<file path="config.mk">
export PLATFORM = sky130hd
export DESIGN_NAME = err_init_sideband
export DESIGN_NICKNAME = d
export VERILOG_FILES = /design/src/pkg/sideband_pkg.sv /design/src/design/err_init_sideband.sv /design/src/design/pin_sync.sv
export VERILOG_INCLUDE_DIRS = /design/src /design/src/pkg
export SDC_FILE = /design/constraint.sdc
export NUM_CORES = 1
export LEC_CHECK = 0
export ABC_AREA = 1
export ABC_CLOCK_PERIOD_IN_PS = 3310
export BUFFER_PORTS_ARGS = -buffer_cell sky130_fd_sc_hd__buf_2
export CORE_MARGIN = 2
export CORE_UTILIZATION = 40
export DETAILED_ROUTE_END_ITERATION = 10
export PLACE_DENSITY = 0.59
export SLEW_MARGIN = 40
export SYNTH_ARGS = -nofsm -noshare
export SYNTH_HDL_FRONTEND = slang
export SYNTH_SLANG_ARGS = --single-unit
</file>
<file path="constraint.sdc">
create_clock -name CLK_SYS -period 3.31 [get_ports CLK_SYS]
set_input_delay 0.662 -clock CLK_SYS [delete_from_list [all_inputs] [get_ports CLK_SYS]]
set_output_delay 0.662 -clock CLK_SYS [all_outputs]
set_load 0.05 [all_outputs]
</file>
<file path="src/pkg/sideband_defs.svh">
// Purpose: named constants for the error, init and snoop-stall sideband
// Assumes: included by the design files by its bare name
// Notes: bit positions index the synchronised pin vector
`ifndef SIDEBAND_DEFS_SVH
`define SIDEBAND_DEFS_SVH

`define SYNC_WIDTH 6
`define PIN_STOP 0
`define PIN_INIT 1
`define PIN_IGNORE 2
`define PIN_HIT 3
`define PIN_SNOOP_HIT_MODIFIED 4
`define PIN_VECTOR 5
`define SYNC_RESET_VAL 6'h00
`define SETTLE_LAST 2'h2
`define SETTLE_ZERO 2'h0
`define SETTLE_STEP 2'h1

`endif

</file>
<file path="src/pkg/sideband_pkg.sv">
// Purpose: types shared by the sideband block and its users
// Assumes: one bus clock domain
// Notes: core-side signals are active high; pins are active low except RESET_VECTOR_STRAP and the two OE outputs
package sideband_pkg;

    // requests from the execution core
    typedef struct packed {
        logic err_event;
        logic err_masked;
        logic err_clear;
        logic instr_valid;
        logic break_pending;
        logic native_ne;
        logic fault_detect;
        logic snoop_stall_need;
    } core_req_s;

    // answers to the execution core
    typedef struct packed {
        logic fp_exception;
        logic shutdown_req;
        logic int_reg_reset;
        logic resume;
        logic resume_vec_sel;
        logic bist_start;
        logic snoop_enable;
        logic stall_seen;
    } core_rsp_s;

    typedef enum logic [1:0] {
        SEQ_SETTLE,
        SEQ_RUN,
        SEQ_INIT
    } seq_e;

endpackage

</file>
<file path="src/design/err_init_sideband.sv">
// Purpose: floating-point error / break, internal fault, numeric-error ignore,
//          soft init and snoop stall sideband logic of the processor
// Assumes: pins other than CLK_SYS and RST_N are asynchronous; core side on CLK_SYS
// Notes: pins active low except RESET_VECTOR_STRAP and the OE outputs; open-drain outputs pull low while their OE is high
`timescale 1ns/1ns
`include "sideband_defs.svh"

module err_init_sideband (
    // clock and reset
    input wire logic CLK_SYS,
    input wire logic RST_N,
    // asynchronous pins
    input wire logic STOP_CLOCK_REQUEST_N,
    input wire logic INIT_N,
    input wire logic IGNORE_NUMERIC_FAULT_N,
    input wire logic HIT_IN_N,
    input wire logic SNOOP_HIT_MODIFIED_IN_N,
    input wire logic RESET_VECTOR_STRAP,
    // core side
    input wire sideband_pkg::core_req_s CORE_REQ,
    output sideband_pkg::core_rsp_s CORE_RSP,
    // output pins
    output logic FP_ERROR_BREAK_PENDING_N,
    output logic INTERNAL_FAULT_OUT_N,
    output logic HIT_OUT_N,
    output logic HIT_OE,
    output logic SNOOP_HIT_MODIFIED_OUT_N,
    output logic SNOOP_HIT_MODIFIED_OE
);
    import sideband_pkg::*;

    logic [`SYNC_WIDTH-1:0] pins_raw;
    logic [`SYNC_WIDTH-1:0] pins_s;
    logic stop_s;
    logic init_s;
    logic ignore_s;
    logic hit_s;
    logic snoop_hit_modified_s;
    logic vector_s;

    // pin polarity folded to active high before synchronising
    assign pins_raw[`PIN_STOP] = ~STOP_CLOCK_REQUEST_N;
    assign pins_raw[`PIN_INIT] = ~INIT_N;
    assign pins_raw[`PIN_IGNORE] = ~IGNORE_NUMERIC_FAULT_N;
    assign pins_raw[`PIN_HIT] = ~HIT_IN_N;
    assign pins_raw[`PIN_SNOOP_HIT_MODIFIED] = ~SNOOP_HIT_MODIFIED_IN_N;
    assign pins_raw[`PIN_VECTOR] = RESET_VECTOR_STRAP;

    pin_sync u_sync (
        .clk(CLK_SYS),
        .rst_n(RST_N),
        .d(pins_raw),
        .q(pins_s)
    );

    assign stop_s = pins_s[`PIN_STOP];
    assign init_s = pins_s[`PIN_INIT];
    assign ignore_s = pins_s[`PIN_IGNORE];
    assign hit_s = pins_s[`PIN_HIT];
    assign snoop_hit_modified_s = pins_s[`PIN_SNOOP_HIT_MODIFIED];
    assign vector_s = pins_s[`PIN_VECTOR];

    // error, fault and snoop-stall group
    logic pend_r, pend_nxt;
    logic fault_r, fault_nxt;
    logic internal_fault_out_n_r, internal_fault_out_n_nxt;
    logic ferr_n_r, ferr_n_nxt;
    logic stall_r, stall_nxt;
    logic stall_n_r, stall_n_nxt;
    logic exc_r, exc_nxt;
    logic shut_r, shut_nxt;
    logic seen_r, seen_nxt;
    logic ignore_eff;

    always_comb begin
        // set wins over clear
        pend_nxt = (pend_r & ~CORE_REQ.err_clear) | (CORE_REQ.err_event & ~CORE_REQ.err_masked);
        ignore_eff = ignore_s & ~CORE_REQ.native_ne;
        exc_nxt = CORE_REQ.instr_valid & pend_r & ~ignore_eff;
        if (stop_s) begin
            ferr_n_nxt = ~CORE_REQ.break_pending;
        end else begin
            ferr_n_nxt = ~pend_nxt;
        end
        fault_nxt = fault_r | CORE_REQ.fault_detect;
        internal_fault_out_n_nxt = ~fault_nxt;
        shut_nxt = CORE_REQ.fault_detect & ~fault_r;
        stall_nxt = CORE_REQ.snoop_stall_need;
        stall_n_nxt = ~CORE_REQ.snoop_stall_need;
        seen_nxt = hit_s & snoop_hit_modified_s;
    end

    always_ff @(posedge CLK_SYS or negedge RST_N) begin
        if (!RST_N) begin
            pend_r <= 1'b0;
            fault_r <= 1'b0;
            internal_fault_out_n_r <= 1'b1;
            ferr_n_r <= 1'b1;
            stall_r <= 1'b0;
            stall_n_r <= 1'b1;
            exc_r <= 1'b0;
            shut_r <= 1'b0;
            seen_r <= 1'b0;
        end else begin
            pend_r <= pend_nxt;
            fault_r <= fault_nxt;
            internal_fault_out_n_r <= internal_fault_out_n_nxt;
            ferr_n_r <= ferr_n_nxt;
            stall_r <= stall_nxt;
            stall_n_r <= stall_n_nxt;
            exc_r <= exc_nxt;
            shut_r <= shut_nxt;
            seen_r <= seen_nxt;
        end
    end

    // init and self-test sequencing group
    seq_e seq_r, seq_nxt;
    logic [1:0] cnt_r, cnt_nxt;
    logic vec_r, vec_nxt;
    logic regrst_r, regrst_nxt;
    logic resume_r, resume_nxt;
    logic bist_r, bist_nxt;
    logic snoop_en_r, snoop_en_nxt;

    always_comb begin
        seq_nxt = seq_r;
        cnt_nxt = cnt_r;
        vec_nxt = vec_r;
        regrst_nxt = 1'b0;
        resume_nxt = 1'b0;
        bist_nxt = 1'b0;
        snoop_en_nxt = 1'b1;
        case (seq_r)
            SEQ_SETTLE: begin
                // wait for the synchroniser to carry post-release pin levels
                snoop_en_nxt = 1'b0;
                if (cnt_r == `SETTLE_LAST) begin
                    vec_nxt = vector_s;
                    bist_nxt = init_s;
                    seq_nxt = init_s ? SEQ_INIT : SEQ_RUN;
                    regrst_nxt = init_s;
                    snoop_en_nxt = 1'b1;
                end else begin
                    cnt_nxt = cnt_r + `SETTLE_STEP;
                end
            end
            SEQ_RUN: begin
                if (init_s) begin
                    regrst_nxt = 1'b1;
                    seq_nxt = SEQ_INIT;
                end
            end
            SEQ_INIT: begin
                if (init_s) begin
                    regrst_nxt = 1'b1;
                end else begin
                    resume_nxt = 1'b1;
                    seq_nxt = SEQ_RUN;
                end
            end
            default: begin
                seq_nxt = SEQ_SETTLE;
                cnt_nxt = `SETTLE_ZERO;
            end
        endcase
    end

    always_ff @(posedge CLK_SYS or negedge RST_N) begin
        if (!RST_N) begin
            seq_r <= SEQ_SETTLE;
            cnt_r <= `SETTLE_ZERO;
            vec_r <= 1'b0;
            regrst_r <= 1'b0;
            resume_r <= 1'b0;
            bist_r <= 1'b0;
            snoop_en_r <= 1'b0;
        end else begin
            seq_r <= seq_nxt;
            cnt_r <= cnt_nxt;
            vec_r <= vec_nxt;
            regrst_r <= regrst_nxt;
            resume_r <= resume_nxt;
            bist_r <= bist_nxt;
            snoop_en_r <= snoop_en_nxt;
        end
    end

    // caches and floating-point registers are never touched by init
    assign CORE_RSP.fp_exception = exc_r;
    assign CORE_RSP.shutdown_req = shut_r;
    assign CORE_RSP.int_reg_reset = regrst_r;
    assign CORE_RSP.resume = resume_r;
    assign CORE_RSP.resume_vec_sel = vec_r;
    assign CORE_RSP.bist_start = bist_r;
    assign CORE_RSP.snoop_enable = snoop_en_r;
    assign CORE_RSP.stall_seen = seen_r;
    assign FP_ERROR_BREAK_PENDING_N = ferr_n_r;
    assign INTERNAL_FAULT_OUT_N = internal_fault_out_n_r;
    assign HIT_OUT_N = stall_n_r;
    assign HIT_OE = stall_r;
    assign SNOOP_HIT_MODIFIED_OUT_N = stall_n_r;
    assign SNOOP_HIT_MODIFIED_OE = stall_r;
endmodule

</file>
<file path="src/design/pin_sync.sv">
// Purpose: two-stage synchroniser for the asynchronous sideband pins
// Assumes: inputs are static levels compared with CLK_SYS
// Notes: first stage is read only by the second stage
`timescale 1ns/1ns
`include "sideband_defs.svh"

module pin_sync (
    // clock and reset
    input wire logic clk,
    input wire logic rst_n,
    // levels
    input wire logic [`SYNC_WIDTH-1:0] d,
    output logic [`SYNC_WIDTH-1:0] q
);

    genvar i;
    generate
        for (i = 0; i < `SYNC_WIDTH; i++) begin : g_bit
            // per-bit stages keep each flop owned by one process
            logic meta_r;
            logic q_r;
            always_ff @(posedge clk or negedge rst_n) begin
                if (!rst_n) begin
                    meta_r <= 1'b0;
                    q_r <= 1'b0;
                end else begin
                    meta_r <= d[i];
                    q_r <= meta_r;
                end
            end
            assign q[i] = q_r;
        end
    endgenerate
endmodule

</file>
# After elaboration in Yosys (flattened, before gate mapping)
# Index checks and enable logic that the tools add are counted.
# classes
bitwise	24
eq_ne	7
addsub	1
reduce_logical	5
muxes	16
# op_table
cell	count
$not 1->1	15
$mux 2	5
$mux 1	8
$and 1x1->1	7
$ne 2x2->1 const B	3
$pmux 2 s3	1
$eq 2x2->1 const B	2
$pmux 2 s2	1
$reduce_and 2->1	2
$reduce_and 3->1	1
$add 2x1->2 const B	1
$eq 2x1->1 const B	1
$logic_not 2->1	1
$ne 2x1->1 const B	1
$or 1x1->1	2
$pmux 1 s2	1
$reduce_or 2->1	1
# totals
register_bits	30
wordCells	81
input_bits	16

# Logic depth before layout (Yosys ltp)
# logic_depth
ltp_word	5
ltp_mapped	8

# Hierarchy
# Synthesis repeated with hierarchy kept, for this count alone.
# hier_totals
cells_unflattened	116
hier_area_um2	1214.9
# by_module_without_submodules
module	n_inst	seq_area_each_um2	area_each_um2	cells_per_inst
err_init_sideband	1	454.2	869.6	98
pin_sync	1	300.3	345.3	18

# Worst setup path after synthesis
# No wires, ideal clock.
# synth_timing
path_type	register -> output
startpoint	reg stall_n_r (netlist: HIT_OUT_N)
endpoint	out SNOOP_HIT_MODIFIED_OUT_N
required_ns	2.648
n_path_buf	1
setup_slack_ns	1.731
stages_incl_launch_ff	2
arrival_time_ns	0.917
cell_sequence	dfstp_2 -> buf_4
# synth_lines
item	line_no	text
from (decl)	err_init_sideband.sv:69	logic stall_n_r, stall_n_nxt;
from (signal assigned)	err_init_sideband.sv:110	stall_n_r <= stall_n_nxt;
to (decl)	err_init_sideband.sv:27	output logic SNOOP_HIT_MODIFIED_OUT_N,
# No word-level cell between the ends.

# Worst setup path after layout
# layout_timing
startpoint	reg internal_fault_out_n_r (netlist: INTERNAL_FAULT_OUT_N)
endpoint	out INTERNAL_FAULT_OUT_N
# layout_lines
item	line_no	text
from (decl)	err_init_sideband.sv:66	logic internal_fault_out_n_r, internal_fault_out_n_nxt;
from (signal assigned)	err_init_sideband.sv:107	internal_fault_out_n_r <= internal_fault_out_n_nxt;
to (decl)	err_init_sideband.sv:24	output logic INTERNAL_FAULT_OUT_N,
# No word-level cell between the ends.

==> insert_results.sql <==
INSERT INTO impl_metrics (metric_group, metric, value, unit) VALUES
('outcome', 'status', 'finished, final reports clean', ''),
('worst_setup_path', 'slowest_delay', '0.53', 'ns'),
('pwr', 'power_per_cell_area', '792.1', 'nW/um^2'),
('pwr', 'design_power_total', '1088', 'uW'),
('global_route', 'grt_pass1_wl', '2.842', 'mm'),
('cts', 'numCtsBuffers', '5', ''),
('worst_setup_path', 'setup.worst_path.end_class', 'output port', ''),
('global_route', 'pin_count_of_the_biggest_net_entering_global_routing', '31', ''),
('routing', 'route.final.wire_length', '1.588', 'mm'),
('floorplan', 'floorplan.initialDensity', '0.4256', ''),
('flow_run', 'drv.max_cap_violation_count', '0', ''),
('cts', 'worst_skew_late_latency', '0.31', 'ns'),
('cts', 'cts_tree', 'yes', ''),
('cts', 'post_cts_resized', '0', ''),
('pwr', 'p_sw', '385.5', 'uW'),
('pwr', 'cell_internal_pwr', '702.6', 'uW'),
('yosys', 'synth.ff_latch_count', '30', ''),
('routing', 'ant_nets', '0', ''),
('timing', 'worst_clock_skew', '0.008636', 'ns'),
('yosys', 'synth.avg_cell_area', '10.57', 'sq um'),
('timing', 'fmaxAchievable', '569.0', 'MHz'),
('placed_design', 'post-place-ws', '1.896', 'ns'),
('worst_setup_path', 'cp.arrival', '1.10', 'ns'),
('cts', 'cts_max_path_buffers', '2', ''),
('timing', 'timing.setup.tns', '0', 'ns'),
('cells_and_area', 'area_growth', '16.07', '%'),
('timing', 'max_slew.worst_pin.slew', '0.6137', 'ns'),
('timing', 'slew_viol_final', '0', ''),
('floorplan', 'floorplan.die_area', '3410', 'sq um'),
('floorplan', 'rows', '19', ''),
('worst_setup_path', 'critical-path-top-delay-family', 'flip-flops', ''),
('cts', 'cts.repair_timing.setup_buffer_count', '0', ''),
('floorplan', 'core_area', '2781', 'sq um'),
('worst_setup_path', 'critical_path_required', '2.65', 'ns'),
('worst_setup_path', 'cp_cell_sequence', 'buf_2', ''),
('worst_setup_path', 'worstPathMaxFanout', '1', ''),
('yosys', 'synth_enable_flop_cells', '0', ''),
('cells_and_area', 'postLayoutCellArea', '1374', 'sq um'),
('floorplan', 'die_y', '58.40', 'um'),
('yosys', 'net_count_synth', '135', ''),
('cells_and_area', 'layout-drive-gt1-share', '0.3116', ''),
('timing', 'grt_setup_unrepaired', 'no', ''),
('timing', 'hold_violations', '0', ''),
('min_path', 'holdCritPathClass', 'in -> async', ''),
('cells_and_area', 'diodes', '0', ''),
('placed_design', 'dp_cells', '162', ''),
('timing', 'timing.final.ws_setup', '1.553', 'ns'),
('routing', 'drt_drc_violations_left', '0', ''),
('cells_and_area', 'finish.cell_count_without_fillers', '169', ''),
('pwr', 'p_leak', '0.0007877', 'uW'),
('worst_setup_path', 'crit_path_start_kind', 'register', ''),
('global_route', 'grt_usage', '0.1194', ''),
('timing', 'timing.final.setup_violations', '0', ''),
('global_route', 'antenna_found_initial', '0', ''),
('routing', 'routed_via_density', '4.254', ''),
('routing', 'num_vias', '719', ''),
('placed_design', 'placed_area', '1292', 'sq um'),
('placed_design', 'routabilityCongestion', '0.7096', ''),
('worst_setup_path', 'critPathBufInv', '1', ''),
('yosys', 'synthTopCellsByCount', 'sky130_fd_sc_hd__dfrtp_1 (27), sky130_fd_sc_hd__nand2_1 (25), sky130_fd_sc_hd__inv_1 (20)', ''),
('pwr', 'power_frac_seq', '0.415', ''),
('cts', 'cts_max_level', '2', ''),
('routing', 'first_pass_iters', '4', ''),
('yosys', 'synth_top_area_share', '0.5708', ''),
('timing', 'period_share', '0.5310', ''),
('yosys', 'synth.top_cells.by_area', 'sky130_fd_sc_hd__dfrtp_1 (57%), sky130_fd_sc_hd__nand2_1 (7.9%), sky130_fd_sc_hd__ha_1 (7.4%), sky130_fd_sc_hd__dfstp_2 (6.7%), sky130_fd_sc_hd__buf_4 (6.3%)', ''),
('routing', 'drt_first_iter_violations', '5', ''),
('yosys', 'yosysMostFrequentCell', 'sky130_fd_sc_hd__dfrtp_1', ''),
('routing', 'routedWlPerCell', '9.396', 'um'),
('yosys', 'mappedNetlistArea', '1184', 'sq um'),
('yosys', 'post-synth-top-area-cell', 'sky130_fd_sc_hd__dfrtp_1', '');
## placed cells by master (no fill, tap or decap), drive strengths merged
cell type	instances
a21oi	2
buf	29
bufinv	1
clkbuf	6
dfrtp	27
dfstp	3
ha	7
inv	22
nand2	26
nand3	6
nor2	5
o21ai	3
o21bai	1
## power by group through the flow
stage,Clock [uW],Combinational [uW],Sequential (uW)
final,287,349,452
after global routing,325,399,458
after CTS,300,355,452
after detailed placement,0,349,459
after global placement,0,339,456
after floorplan,0,297,462
## worst paths after layout
path | from | slack (ns) | endpoint
min in group CLK_SYS | u_sync.g_bit[1].meta_r | 0.35 | u_sync.g_bit[1].q_r
worst max-delay path | INTERNAL_FAULT_OUT_N | 1.55 | INTERNAL_FAULT_OUT_N
worst max register to register | seq_r[0] | 1.97 | cnt_r[1]
max in group asynchronous | RST_N | 2.55 | bist_r
worst min register to register | u_sync.g_bit[1].meta_r | 0.35 | u_sync.g_bit[1].q_r
worst min-delay path | RST_N | 0.35 | HIT_OE
## cell families after synthesis
family	count (synthesis)	synth area share
simple gates	37	0.1279
buf+inv	32	0.1332
flops	30	0.6374
fa+ha+maj	7	0.07399
compound gates	6	0.02748
## state kept, by name, summed over array words and instances, names as in the netlist, 2 cells and up
| register | count |
|---|---|
| u_sync.g_bit.q_r | 6 |
| seq_r | 2 |
| u_sync.g_bit.meta_r | 6 |
| cnt_r | 2 |
## layer usage
metal / routed length [um] / part of all wire / vias up / global-route usage
met5: 0 / 0 / - / 0
met4: 39 / 0.025 / 0 / 0.05980
met3: 110 / 0.069 / 5 / 0.07912
met2: 813 / 0.51 / 18 / 0.1910
met1: 626 / 0.39 / 322 / 0.1183
li1: - / - / 374 / -
## per-stage QoR
| stage | util | hold WS [ns] |
|---|---|---|
| floorplan | - | 0.3312 |
| global placement | 0.4647 | 0.3310 |
| detailed placement | 0.4647 | 0.3347 |
| CTS | 0.4939 | 0.3560 |
| global route | 0.4939 | 0.3591 |
| finish | 0.4939 | 0.3484 |
## final cells by class
| class | count | area [sq um] |
|---|---|---|
| clock buffers | 6 | 51.30 |
| clock inverters | 1 | 30.03 |
| fillers | 272 | 1408 |
| inverters | 22 | 82.58 |
| multi-input cells | 50 | 271.5 |
| flip-flops and latches | 30 | 754.5 |
| well taps | 31 | 38.79 |
| repair buffers | 29 | 145.1 |
Power figures use the tool's default switching activity.
